`config.mk`:
```
export PLATFORM = sky130hd
export DESIGN_NAME = ptp_time_sync_unit
export DESIGN_NICKNAME = d
export VERILOG_FILES = /design/src/ptp_capture.v /design/src/ptp_time_sync_unit.v /design/src/ptp_trigger_gen.v
export VERILOG_INCLUDE_DIRS = /design/src /design/src/src
export SDC_FILE = /design/constraint.sdc
export NUM_CORES = 2
export LEC_CHECK = 0
export BUFFER_PORTS_ARGS = -buffer_cell sky130_fd_sc_hd__buf_2
export CORE_ASPECT_RATIO = 0.8
export CORE_MARGIN = 5
export CORE_UTILIZATION = 60
export CTS_CLUSTER_SIZE = 30
export DETAILED_ROUTE_END_ITERATION = 10
export PLACE_DENSITY = 0.78
export SETUP_SLACK_MARGIN = 0.4
export SLEW_MARGIN = 20
export SYNTH_ARGS = -nofsm -noshare
export SYNTH_HDL_FRONTEND = slang
export SYNTH_SLANG_ARGS = --single-unit
```
`constraint.sdc`:
```
create_clock -name pclk -period 11.32 [get_ports pclk]
set_input_delay 2.264 -clock pclk [delete_from_list [all_inputs] [get_ports pclk]]
set_output_delay 2.264 -clock pclk [all_outputs]
set_load 0.01 [all_outputs]
```
`src/ptp_consts.vh`:
```
// constants shared by the precision time unit: register map, fields, codes
`ifndef PTP_CONSTS_VH
`define PTP_CONSTS_VH
// ===================================================
// register byte offsets
`define REG_CTRL 8'h00
`define REG_INC_NS 8'h04
`define REG_INC_FRAC 8'h08
`define REG_TIME_SEC 8'h0C
`define REG_TIME_NS 8'h10
`define REG_TIME_FRAC 8'h14
`define REG_ING_ADJ 8'h18
`define REG_EGR_ADJ 8'h1C
`define REG_TRG0_SEC 8'h20
`define REG_TRG0_NS 8'h24
`define REG_TRG1_SEC 8'h28
`define REG_TRG1_NS 8'h2C
`define REG_TRG_CFG 8'h30
`define REG_TRG_PERIOD 8'h34
`define REG_TRG_PATTERN 8'h38
`define REG_CAP0_SEC 8'h3C
`define REG_CAP0_NS 8'h40
`define REG_CAP1_SEC 8'h44
`define REG_CAP1_NS 8'h48
`define REG_INT_STAT 8'h4C
`define REG_INT_MASK 8'h50
`define REG_LINK_DLY 8'h54
`define REG_ING_TS 8'h58
`define REG_EGR_TS 8'h5C
// ===================================================
// control register fields
`define CTRL_PTP_EN 0
`define CTRL_DET_EN 1
`define CTRL_P2P 2
`define CTRL_MASTER 3
`define CTRL_TWO_STEP 4
`define CTRL_DOM_CHK 5
`define CTRL_UDP4_ZERO 6
`define CTRL_HOST_FILT 7
`define CTRL_LOAD 8
`define CTRL_SNAP 9
`define CTRL_CAP0_FALL 10
`define CTRL_CAP1_FALL 11
`define CTRL_RESET 32'h0000_0000
// ===================================================
// time counter
`define NS_PER_SEC 30'h3B9ACA00
`define INC_NS_RESET 8'h05
`define INC_FRAC_RESET 32'h0000_0000
// ===================================================
// trigger modes, transports, message types, checksum actions
`define TRG_OFF 2'h0
`define TRG_PULSE 2'h1
`define TRG_CLOCK 2'h2
`define TRG_BITS 2'h3
`define TP_NONE 2'h0
`define TP_ETH 2'h1
`define TP_IPV4 2'h2
`define TP_IPV6 2'h3
`define MSG_SYNC 4'h0
`define MSG_DLY_REQ 4'h1
`define MSG_PDLY_REQ 4'h2
`define MSG_PDLY_RESP 4'h3
`define MSG_FOLLOW_UP 4'h8
`define MSG_DLY_RESP 4'h9
`define MSG_PDLY_RFU 4'hA
`define CSUM_KEEP 2'h0
`define CSUM_RECALC 2'h1
`define CSUM_ZERO 2'h2
`endif

```
`src/ptp_capture.v`:
```
// input timestamp capture for one general-purpose pin
`timescale 1ns/100ps
`default_nettype none
module ptp_capture #(
    parameter TW = 62
) (
    input wire pclk,
    input wire presetn,
    input wire ce,
    input wire pin,
    input wire falling,
    input wire [TW-1:0] time_now,
    output reg [TW-1:0] stamp_q,
    output reg hit_q
);
    reg s1_q;
    reg s2_q;
    reg s3_q;
    wire edge_seen;

    // ===================================================
    // synchroniser, edge pick and latch
    assign edge_seen = falling ? (s3_q & ~s2_q) : (~s3_q & s2_q);
    always @(posedge pclk or negedge presetn) begin
        if (!presetn) begin
            s1_q <= 1'b0;
            s2_q <= 1'b0;
            s3_q <= 1'b0;
            stamp_q <= {TW{1'b0}};
            hit_q <= 1'b0;
        end else if (ce) begin
            s1_q <= pin;
            s2_q <= s1_q;
            s3_q <= s2_q;
            hit_q <= edge_seen;
            if (edge_seen) begin
                stamp_q <= time_now;
            end
        end
    end
endmodule
`default_nettype wire

```
`src/ptp_time_sync_unit.v`:
```
// precision time unit: time counter, frame actions, triggers, captures, APB registers
// Overview of operation
// - software reads and writes a time counter with 2^-32 ns fraction.
// - seconds field keeps only the low 32 of the 48 protocol bits.
// - transparent clock is end-to-end or peer-to-peer; host clock master or slave.
// - one-step or two-step event handling is chosen by configuration.
// - frames get PTP treatment only with PTP mode and detection both on.
// - per-frame action depends on clock type, role, step mode and domain check.
// - capture ingress stamps, record egress, add residence and link delay, insert stamps.
// - IPv4 UDP egress checksum is recomputed or forced to zero by setting.
// - IPv6 UDP egress checksum is recomputed only for one-step egress event frames.
// - PTP over IPv4 UDP, IPv6 UDP and plain Ethernet is recognised.
// - multicast and unicast PTP messages are both handled.
// - unwanted PTP messages are filtered away from the host.
// - programmable delay adjustments are applied to timestamps.
// - trigger output fires when the time counter reaches target time.
// - an input edge latches the current time counter value.
// - trigger and capture events can each raise an interrupt.
// - triggers make a clock, pulses or serial pattern on either pin.
// - input capture exists on both general-purpose pins.
`timescale 1ns/100ps
`default_nettype none
`include "ptp_consts.vh"
module ptp_time_sync_unit #(
    parameter CW = 16,
    parameter PW = 16
) (
    input wire pclk,
    input wire presetn,
    input wire ce,
    input wire psel,
    input wire penable,
    input wire pwrite,
    input wire [7:0] paddr,
    input wire [31:0] pwdata,
    output reg [31:0] prdata,
    output reg pready,
    output reg pslverr,
    input wire [1:0] gpio_in,
    output wire [1:0] gpio_out,
    output reg [1:0] gpio_oe,
    input wire frm_valid,
    input wire frm_ingress,
    input wire [1:0] frm_transport,
    input wire [3:0] frm_msg_type,
    input wire [7:0] frm_domain,
    input wire frm_unicast,
    input wire frm_to_host,
    input wire [29:0] frm_rx_ts_ns,
    output reg act_valid,
    output reg act_ptp,
    output reg act_drop,
    output reg act_ts_insert,
    output reg [31:0] act_corr_add,
    output reg [1:0] act_csum,
    output reg [31:0] act_ts_sec,
    output reg [29:0] act_ts_ns,
    output reg irq
);
    // ===================================================
    // register storage
    reg [31:0] ctrl_q;
    reg [7:0] inc_ns_q;
    reg [31:0] inc_frac_q;
    reg [31:0] ld_sec_q;
    reg [29:0] ld_ns_q;
    reg [31:0] ld_frac_q;
    reg [31:0] snap_sec_q;
    reg [29:0] snap_ns_q;
    reg [31:0] snap_frac_q;
    reg [29:0] ing_adj_q;
    reg [29:0] egr_adj_q;
    reg [31:0] trg_sec_q [0:1];
    reg [29:0] trg_ns_q [0:1];
    reg [15:0] trg_cfg_q;
    reg [31:0] trg_period_q;
    reg [31:0] trg_pattern_q;
    reg [3:0] int_stat_q;
    reg [3:0] int_mask_q;
    reg [29:0] link_dly_q;
    reg [29:0] ing_rec_q;
    reg [29:0] egr_rec_q;
    reg [1:0] match_q;
    // time counter
    reg [31:0] sec_q;
    reg [29:0] ns_q;
    reg [31:0] frac_q;

    wire [61:0] time_now = {sec_q, ns_q};
    wire apb_wr = psel & penable & pready & pwrite;
    wire apb_go = psel & penable & ~pready;
    reg [31:0] rd_mux;
    reg rd_ok;

    // add two nanosecond values and wrap at one second
    function [29:0] ns_add;
        input [29:0] a;
        input [29:0] b;
        reg [30:0] s;
        begin
            s = {1'b0, a} + {1'b0, b};
            if (s >= {1'b0, `NS_PER_SEC}) begin
                s = s - {1'b0, `NS_PER_SEC};
            end
            ns_add = s[29:0];
        end
    endfunction

    // ===================================================
    // time counter with fractional increment
    wire [32:0] frac_sum = {1'b0, frac_q} + {1'b0, inc_frac_q};
    wire [30:0] ns_sum = {1'b0, ns_q} + {23'h000000, inc_ns_q} + {30'h00000000, frac_sum[32]};
    wire ns_wrap = ns_sum >= {1'b0, `NS_PER_SEC};
    always @(posedge pclk or negedge presetn) begin
        if (!presetn) begin
            sec_q <= 32'h0000_0000;
            ns_q <= 30'h0000_0000;
            frac_q <= 32'h0000_0000;
        end else if (ce) begin
            if (apb_wr && paddr == `REG_CTRL && pwdata[`CTRL_LOAD]) begin
                sec_q <= ld_sec_q;
                ns_q <= ld_ns_q;
                frac_q <= ld_frac_q;
            end else begin
                frac_q <= frac_sum[31:0];
                if (ns_wrap) begin
                    ns_q <= ns_sum[29:0] - `NS_PER_SEC;
                    sec_q <= sec_q + 32'h0000_0001;
                end else begin
                    ns_q <= ns_sum[29:0];
                end
            end
        end
    end

    // ===================================================
    // trigger generators and input captures, one per pin
    wire [1:0] trg_fired;
    wire [1:0] cap_hit;
    wire [61:0] cap_stamp [0:1];
    wire [1:0] match_now;
    genvar g;
    generate
        for (g = 0; g < 2; g = g + 1) begin : pin_gen
            assign match_now[g] = trg_cfg_q[8*g+2] &&
                {trg_sec_q[g], trg_ns_q[g]} <= time_now;
            ptp_trigger_gen #(.CW(CW), .PW(PW)) u_trg (
                .pclk(pclk),
                .presetn(presetn),
                .ce(ce),
                .en(trg_cfg_q[8*g+2]),
                .mode(trg_cfg_q[8*g+1:8*g]),
                .start(match_now[g] & ~match_q[g]),
                .period(trg_period_q[16*g+CW-1:16*g]),
                .pattern(trg_pattern_q[16*g+PW-1:16*g]),
                .pin_q(gpio_out[g]),
                .fired_q(trg_fired[g])
            );
            ptp_capture #(.TW(62)) u_cap (
                .pclk(pclk),
                .presetn(presetn),
                .ce(ce),
                .pin(gpio_in[g]),
                .falling(ctrl_q[`CTRL_CAP0_FALL+g]),
                .time_now(time_now),
                .stamp_q(cap_stamp[g]),
                .hit_q(cap_hit[g])
            );
        end
    endgenerate

    // ===================================================
    // frame classification and editing decision
    wire ptp_on = ctrl_q[`CTRL_PTP_EN] & ctrl_q[`CTRL_DET_EN];
    wire is_ptp = ptp_on && frm_transport != `TP_NONE;
    wire dom_ok = ~ctrl_q[`CTRL_DOM_CHK] || frm_domain == ctrl_q[31:24];
    wire is_pdly = frm_msg_type == `MSG_PDLY_REQ || frm_msg_type == `MSG_PDLY_RESP ||
        frm_msg_type == `MSG_PDLY_RFU;
    wire is_e2e_dly = frm_msg_type == `MSG_DLY_REQ || frm_msg_type == `MSG_DLY_RESP;
    wire is_event = ~frm_msg_type[3];
    wire wrong_tc = ctrl_q[`CTRL_P2P] ? is_e2e_dly : is_pdly;
    wire host_unwanted = frm_to_host & ctrl_q[`CTRL_HOST_FILT] & (ctrl_q[`CTRL_MASTER] ?
        (frm_msg_type == `MSG_SYNC || frm_msg_type == `MSG_FOLLOW_UP) :
        frm_msg_type == `MSG_DLY_REQ);
    wire one_step = ~ctrl_q[`CTRL_TWO_STEP];
    wire [29:0] ing_stamp = ns_add(ns_q, ing_adj_q);
    wire [29:0] egr_stamp = ns_add(ns_q, egr_adj_q);
    wire [30:0] res_diff = {1'b0, egr_stamp} - {1'b0, frm_rx_ts_ns};
    wire [29:0] residence = res_diff[30] ? res_diff[29:0] + `NS_PER_SEC : res_diff[29:0];
    wire add_link = ctrl_q[`CTRL_P2P] & (frm_msg_type == `MSG_SYNC);
    wire [29:0] corr = add_link ? ns_add(residence, link_dly_q) : residence;
    wire ins = one_step & ~frm_ingress & is_event & (frm_msg_type == `MSG_SYNC ||
        frm_msg_type == `MSG_PDLY_RESP);
    wire modified = ~frm_ingress & is_event & (one_step | ins);
    always @(posedge pclk or negedge presetn) begin
        if (!presetn) begin
            act_valid <= 1'b0;
            act_ptp <= 1'b0;
            act_drop <= 1'b0;
            act_ts_insert <= 1'b0;
            act_corr_add <= 32'h0000_0000;
            act_csum <= `CSUM_KEEP;
            act_ts_sec <= 32'h0000_0000;
            act_ts_ns <= 30'h0000_0000;
            ing_rec_q <= 30'h0000_0000;
            egr_rec_q <= 30'h0000_0000;
        end else if (ce) begin
            act_valid <= frm_valid;
            if (frm_valid) begin
                // unicast and multicast frames take the same path
                act_ptp <= is_ptp;
                act_drop <= is_ptp & (~dom_ok | wrong_tc | host_unwanted);
                act_ts_insert <= is_ptp & ins;
                act_corr_add <= (is_ptp & modified & one_step) ? {2'h0, corr} : 32'h0000_0000;
                act_ts_sec <= sec_q;
                act_ts_ns <= frm_ingress ? ing_stamp : egr_stamp;
                if (is_ptp && frm_ingress && is_event) begin
                    ing_rec_q <= ing_stamp;
                end
                if (is_ptp && !frm_ingress && is_event && !one_step) begin
                    egr_rec_q <= egr_stamp;
                end
                if (!is_ptp || !modified || frm_transport == `TP_ETH) begin
                    act_csum <= `CSUM_KEEP;
                end else if (frm_transport == `TP_IPV6) begin
                    act_csum <= `CSUM_RECALC;
                end else begin
                    act_csum <= ctrl_q[`CTRL_UDP4_ZERO] ? `CSUM_ZERO : `CSUM_RECALC;
                end
            end
        end
    end

    // ===================================================
    // register writes, snapshot, sticky interrupt status
    always @(posedge pclk or negedge presetn) begin
        if (!presetn) begin
            ctrl_q <= `CTRL_RESET;
            inc_ns_q <= `INC_NS_RESET;
            inc_frac_q <= `INC_FRAC_RESET;
            ld_sec_q <= 32'h0000_0000;
            ld_ns_q <= 30'h0000_0000;
            ld_frac_q <= 32'h0000_0000;
            snap_sec_q <= 32'h0000_0000;
            snap_ns_q <= 30'h0000_0000;
            snap_frac_q <= 32'h0000_0000;
            ing_adj_q <= 30'h0000_0000;
            egr_adj_q <= 30'h0000_0000;
            trg_sec_q[0] <= 32'h0000_0000;
            trg_sec_q[1] <= 32'h0000_0000;
            trg_ns_q[0] <= 30'h0000_0000;
            trg_ns_q[1] <= 30'h0000_0000;
            trg_cfg_q <= 16'h0000;
            trg_period_q <= 32'h0000_0000;
            trg_pattern_q <= 32'h0000_0000;
            int_stat_q <= 4'h0;
            int_mask_q <= 4'h0;
            link_dly_q <= 30'h0000_0000;
            match_q <= 2'h0;
            gpio_oe <= 2'h0;
            irq <= 1'b0;
        end else if (ce) begin
            match_q <= match_now;
            gpio_oe <= {trg_cfg_q[10], trg_cfg_q[2]};
            irq <= |(int_stat_q & int_mask_q);
            if (apb_wr) begin
                case (paddr)
                    `REG_CTRL: begin
                        ctrl_q <= {pwdata[31:10], 2'b00, pwdata[7:0]};
                        if (pwdata[`CTRL_SNAP]) begin
                            snap_sec_q <= sec_q;
                            snap_ns_q <= ns_q;
                            snap_frac_q <= frac_q;
                        end
                    end
                    `REG_INC_NS: inc_ns_q <= pwdata[7:0];
                    `REG_INC_FRAC: inc_frac_q <= pwdata;
                    `REG_TIME_SEC: ld_sec_q <= pwdata;
                    `REG_TIME_NS: ld_ns_q <= pwdata[29:0];
                    `REG_TIME_FRAC: ld_frac_q <= pwdata;
                    `REG_ING_ADJ: ing_adj_q <= pwdata[29:0];
                    `REG_EGR_ADJ: egr_adj_q <= pwdata[29:0];
                    `REG_TRG0_SEC: trg_sec_q[0] <= pwdata;
                    `REG_TRG0_NS: trg_ns_q[0] <= pwdata[29:0];
                    `REG_TRG1_SEC: trg_sec_q[1] <= pwdata;
                    `REG_TRG1_NS: trg_ns_q[1] <= pwdata[29:0];
                    `REG_TRG_CFG: trg_cfg_q <= pwdata[15:0];
                    `REG_TRG_PERIOD: trg_period_q <= pwdata;
                    `REG_TRG_PATTERN: trg_pattern_q <= pwdata;
                    `REG_INT_MASK: int_mask_q <= pwdata[3:0];
                    `REG_LINK_DLY: link_dly_q <= pwdata[29:0];
                    default: begin
                    end
                endcase
            end
            // write one to clear, a new event in the same cycle wins
            int_stat_q <= (int_stat_q & ~((apb_wr && paddr == `REG_INT_STAT) ?
                pwdata[3:0] : 4'h0)) | {cap_hit, trg_fired};
        end
    end

    // ===================================================
    // read decode
    always @* begin
        rd_ok = 1'b1;
        case (paddr)
            `REG_CTRL: rd_mux = ctrl_q;
            `REG_INC_NS: rd_mux = {24'h000000, inc_ns_q};
            `REG_INC_FRAC: rd_mux = inc_frac_q;
            `REG_TIME_SEC: rd_mux = snap_sec_q;
            `REG_TIME_NS: rd_mux = {2'h0, snap_ns_q};
            `REG_TIME_FRAC: rd_mux = snap_frac_q;
            `REG_ING_ADJ: rd_mux = {2'h0, ing_adj_q};
            `REG_EGR_ADJ: rd_mux = {2'h0, egr_adj_q};
            `REG_TRG0_SEC: rd_mux = trg_sec_q[0];
            `REG_TRG0_NS: rd_mux = {2'h0, trg_ns_q[0]};
            `REG_TRG1_SEC: rd_mux = trg_sec_q[1];
            `REG_TRG1_NS: rd_mux = {2'h0, trg_ns_q[1]};
            `REG_TRG_CFG: rd_mux = {16'h0000, trg_cfg_q};
            `REG_TRG_PERIOD: rd_mux = trg_period_q;
            `REG_TRG_PATTERN: rd_mux = trg_pattern_q;
            `REG_CAP0_SEC: rd_mux = cap_stamp[0][61:30];
            `REG_CAP0_NS: rd_mux = {2'h0, cap_stamp[0][29:0]};
            `REG_CAP1_SEC: rd_mux = cap_stamp[1][61:30];
            `REG_CAP1_NS: rd_mux = {2'h0, cap_stamp[1][29:0]};
            `REG_INT_STAT: rd_mux = {28'h0000000, int_stat_q};
            `REG_INT_MASK: rd_mux = {28'h0000000, int_mask_q};
            `REG_LINK_DLY: rd_mux = {2'h0, link_dly_q};
            `REG_ING_TS: rd_mux = {2'h0, ing_rec_q};
            `REG_EGR_TS: rd_mux = {2'h0, egr_rec_q};
            default: begin
                rd_mux = 32'h0000_0000;
                rd_ok = 1'b0;
            end
        endcase
    end

    // ===================================================
    // APB answer: one wait state, then ready with data and error
    always @(posedge pclk or negedge presetn) begin
        if (!presetn) begin
            pready <= 1'b0;
            prdata <= 32'h0000_0000;
            pslverr <= 1'b0;
        end else if (ce) begin
            pready <= apb_go;
            if (apb_go) begin
                prdata <= pwrite ? 32'h0000_0000 : rd_mux;
                pslverr <= ~rd_ok;
            end else begin
                pslverr <= 1'b0;
            end
        end
    end
endmodule
`default_nettype wire

```
`src/ptp_trigger_gen.v`:
```
// trigger output generator for one general-purpose pin
`timescale 1ns/100ps
`default_nettype none
`include "ptp_consts.vh"
module ptp_trigger_gen #(
    parameter CW = 16,
    parameter PW = 16
) (
    input wire pclk,
    input wire presetn,
    input wire ce,
    input wire en,
    input wire [1:0] mode,
    input wire start,
    input wire [CW-1:0] period,
    input wire [PW-1:0] pattern,
    output reg pin_q,
    output reg fired_q
);
    reg run_q;
    reg [CW-1:0] cnt_q;
    reg [4:0] idx_q;

    // ===================================================
    // pulse, clock or serial pattern timed from the start event
    always @(posedge pclk or negedge presetn) begin
        if (!presetn) begin
            run_q <= 1'b0;
            cnt_q <= {CW{1'b0}};
            idx_q <= 5'h00;
            pin_q <= 1'b0;
            fired_q <= 1'b0;
        end else if (ce) begin
            fired_q <= 1'b0;
            if (!en || mode == `TRG_OFF) begin
                run_q <= 1'b0;
                pin_q <= 1'b0;
            end else if (start) begin
                run_q <= 1'b1;
                fired_q <= 1'b1;
                cnt_q <= period;
                idx_q <= 5'h01;
                pin_q <= (mode == `TRG_BITS) ? pattern[0] : 1'b1;
            end else if (run_q) begin
                if (cnt_q > {{(CW-1){1'b0}}, 1'b1}) begin
                    cnt_q <= cnt_q - {{(CW-1){1'b0}}, 1'b1};
                end else begin
                    cnt_q <= period;
                    case (mode)
                        `TRG_PULSE: begin
                            run_q <= 1'b0;
                            pin_q <= 1'b0;
                        end
                        `TRG_CLOCK: begin
                            pin_q <= ~pin_q;
                        end
                        default: begin
                            if (idx_q == PW) begin
                                run_q <= 1'b0;
                                pin_q <= 1'b0;
                            end else begin
                                pin_q <= pattern[idx_q[3:0]];
                                idx_q <= idx_q + 5'h01;
                            end
                        end
                    endcase
                end
            end
        end
    end
endmodule
`default_nettype wire

```
==> results_dict.tcl <==
set metrics [dict create \
    status "finished clean" \
    regToRegEndpoint "act_corr_add[11]" \
    intPower_mw 8.29 \
    regArea_um2 25800 \
    cap_violations 0 \
    synth_top_area_cell "dfrtp_1" \
    min_to "act_ts_ns[9]" \
    drc 0 \
    fillers 7758 \
    grt.overflow.total 0 \
    multi_input_area_um2 32800 \
    ir_drop_mv 0.183 \
    seqPwrFrac_pct 31.5 \
    grt_max_degree 179 \
    async_flop_share_pct 100 \
    drt-initial-drc-count 7124 \
    setup_tns_ns 0 \
    cts_tree "done" \
    p_clk_share_pct 27.3 \
    cts.sinks 1031 \
    syn_area_um2 60300 \
    mostFrequentLayoutCell "dfrtp_1" \
    finalPower_mw 13.6 \
    whs_path_depth 2 \
    die_area_um2 107000 \
    syn_inst 6223 \
    ff2ff_setup_slack_ns 0.66 \
    worstSetupEndpointType "flop" \
    start_util_pct 60.2 \
    grt_pass1_vias 52500 \
    slowest_stage "or4b_4" \
    areaGrowthSynthToFinish_pct 12.9 \
    antenna_found_initial 19 \
    vias 55300 \
    critPathLaunchType "flop" \
    path_max_fanout 16 \
    tightest_slew_ns 1.22 \
    dr.pass1.iters 8 \
    cts.clk_slew.worst_paths_ns 0.06 \
    nets 6904 \
    detail_route.wl_per_cell_um 30.2 \
    power_density_nw_per_um2 199 \
    hold_viol 0 \
    wl_um 239000 \
    ys_ff_latch 1031 \
    fmax_mhz 93.8 \
    grt_pass1_wl_um 349000 \
    clockBufferDepth 3 \
    postCtsHoldBufs 0 \
    relSlewSlack_pct 18.9 \
    arrival_ns 11.33 \
    hold-worst-slack_ns 0.470 \
    cpPeakStageDelay_ns 0.59 \
    via_per_inst 6.99 \
    numPortBuffers 231 \
    utilization_pct 67.9 \
    ios 235 \
    pwr-share-comb_pct 41.2 \
    ys_types 94 \
    synth-edff-count 0 \
    clock_skew_ns 0.0323 \
    final-setup-viol-count 0 \
    synth.yosys.warnings 0 \
    hpwlAfterDp_um 174000 \
    final_cell_mix "dfrtp_1 (1029), nand2_1 (644), o21ai_0 (529)" \
    place.gp.congestion 1.01 \
    worst_r2r_path_depth 43 \
    ant_nets 0 \
    cp_data_required_time_ns 11.98 \
    grt_usage_pct 43.9 \
    drive_gt1_share_pct 20.5 \
    die_w_um 364 \
    p_sw_share_pct 38.8 \
    rows 104 \
    clock_latency_ns 0.73 \
    p_sw_mw 5.27 \
    hold_path_class "reg2reg" \
    ys_seq_area_share_pct 42.8 \
    cts_root_buffer "clkbuf_16" \
    period_share_pct 94.2 \
    total_leakage_power_nw 33.1 \
    cts_buffers 104 \
    synth_area_per_cell_um2 9.69 \
    fp.dieH_um 293 \
    synth_top_flop_cell "dfrtp_1" \
    r2r-start "egr_adj_q[0]" \
    hp-start "act_ts_ns[9]" \
    htreeDepth 3 \
    synthTopCellsByArea "dfrtp_1 (43%), mux2_2 (9.8%), ha_1 (6.3%)" \
    rsz0062_at_grt "false" \
    slew_viol_final 0 \
    worstSetupPathType "reg2reg" \
    core_um2 100000 \
    yosysTopAreaCellShare_pct 42.7 \
    fin_crit_ns 10.66 \
]
power groups by stage:
stage / Sequential, mW / Combinational (mW) / Clock, mW
CTS: 4.26 / 5.34 / 3.70
global placement: 4.31 / 5.20 / 0
floorplan: 4.25 / 3.15 / 0
detailed placement: 4.32 / 5.28 / 0
finish: 4.27 / 5.59 / 3.70
global route: 4.30 / 5.99 / 3.86
kinds of logic after synthesis:
kind of cell | count (synthesis) | synth area share (%)
flops | 1031 | 42.8
buf+inv | 558 | 3.56
mux | 569 | 10.7
simple gates | 1675 | 13.0
xor+xnor | 207 | 3.01
other cells | 1 | 0.00622
compound gates | 1870 | 20.3
fa+ha+maj | 312 | 6.56
flip-flops by register name, indices dropped and copies added (netlist names), 32 cells and up:
signal and cells:
trg_period_q 32, ld_sec_q 32, snap_sec_q 32, ld_frac_q 32
sec_q 32, trg_pattern_q 32, act_ts_sec 32, snap_frac_q 32
pin_gen.u_cap.stamp_q 124, pin_gen.u_trg.cnt_q 32, trg_ns_q 60, trg_sec_q 64
inc_frac_q 32, prdata 32, frac_q 32
worst max-delay path by stage:
stage / slack (ns) / end / start
finish: 0.66 / act_corr_add[11] / egr_adj_q[0]
floorplan: 1.28 / act_corr_add[28] / ns_q[0]
global placement: 0.20 / act_corr_add[11] / egr_adj_q[0]
global route: 0.39 / act_corr_add[11] / egr_adj_q[0]
CTS: 0.43 / act_corr_add[11] / egr_adj_q[0]
detailed placement: 0.12 / act_corr_add[11] / egr_adj_q[0]
worst max-delay path: cells and delay by family (launching register included):
kind | cells | cell delay, ns
AOI/OAI and AO/OA | 16 | 3.54
adders and majority gates | 4 | 1.18
buffers and inverters | 6 | 0.94
xor gates and xnor gates | 4 | 0.93
and+or+nand+nor | 13 | 3.60
DFF | 1 | 0.41
cells in the mapped netlist, types with 13 or more instances:
cell type  count
mux2_2       522
or3_1         36
or2_2         15
a22oi_1      238
o211a_1       15
a31oi_1       42
o21bai_1      23
xnor2_1      130
a221oi_1      70
xor2_1        77
o31ai_1       23
nand2b_1      36
o22ai_1       32
clkbuf_1     318
mux2i_1       37
nand3_1      144
a22o_1        63
and3_1        43
ha_1         305
inv_1        193
nor4_1        26
o211ai_1      49
buf_2         14
a21oi_1      358
and4_1        15
nor2_1       338
a221o_1       15
a211oi_1      39
nor3_1       116
nor3b_1       17
buf_1         23
a211o_1       19
and2_1        31
dfrtp_1     1029
o21ai_1       19
nor2b_1       42
a21o_1       136
nand2_1      650
o21ai_0      533
o21a_1        38
nand4_1      115
a2bb2oi_1     13
through the flow:
| step | cell area (um2) | setup slack [ns] | instances |
|---|---|---|---|
| final | 68100 | 0.656 | 7914 |
| after global placement | 64200 | 0.201 | 7711 |
| after detailed placement | 64200 | 0.123 | 7711 |
| after floorplan | 60300 | 1.28 | 6224 |
| after global routing | 68000 | 0.388 | 7908 |
| after CTS | 67800 | 0.433 | 7904 |
layer usage:
layer	vias to the layer above	GRT usage (%)	share of wire (%)	routed length, um
met5	-	0	0.056	133
met4	14	26.3	7.8	18600
met3	954	14.5	13	30400
met2	3676	60.3	40	94400
met1	27200	60.3	40	95200
li1	23500	-	-	-
area by class of cell:
| class | count | area share (%) |
|---|---|---|
| Antenna cell | 6 | 0.0221 |
| Clock buffer | 161 | 4.62 |
| Clock inverter | 32 | 0.684 |
| Inverter | 196 | 1.08 |
| Multi-Input combinational cell | 4635 | 48.2 |
| Sequential cell | 1031 | 37.9 |
| Tap cell | 1325 | 2.44 |
| Timing Repair Buffer | 528 | 5.09 |
timing repair:
item,in CTS,in global routing
pin swaps,0,8
setup buffers,0,3
endpoints found under the setup margin,20,24
resized for setup,4,39
Power figures use the tool's default switching activity.
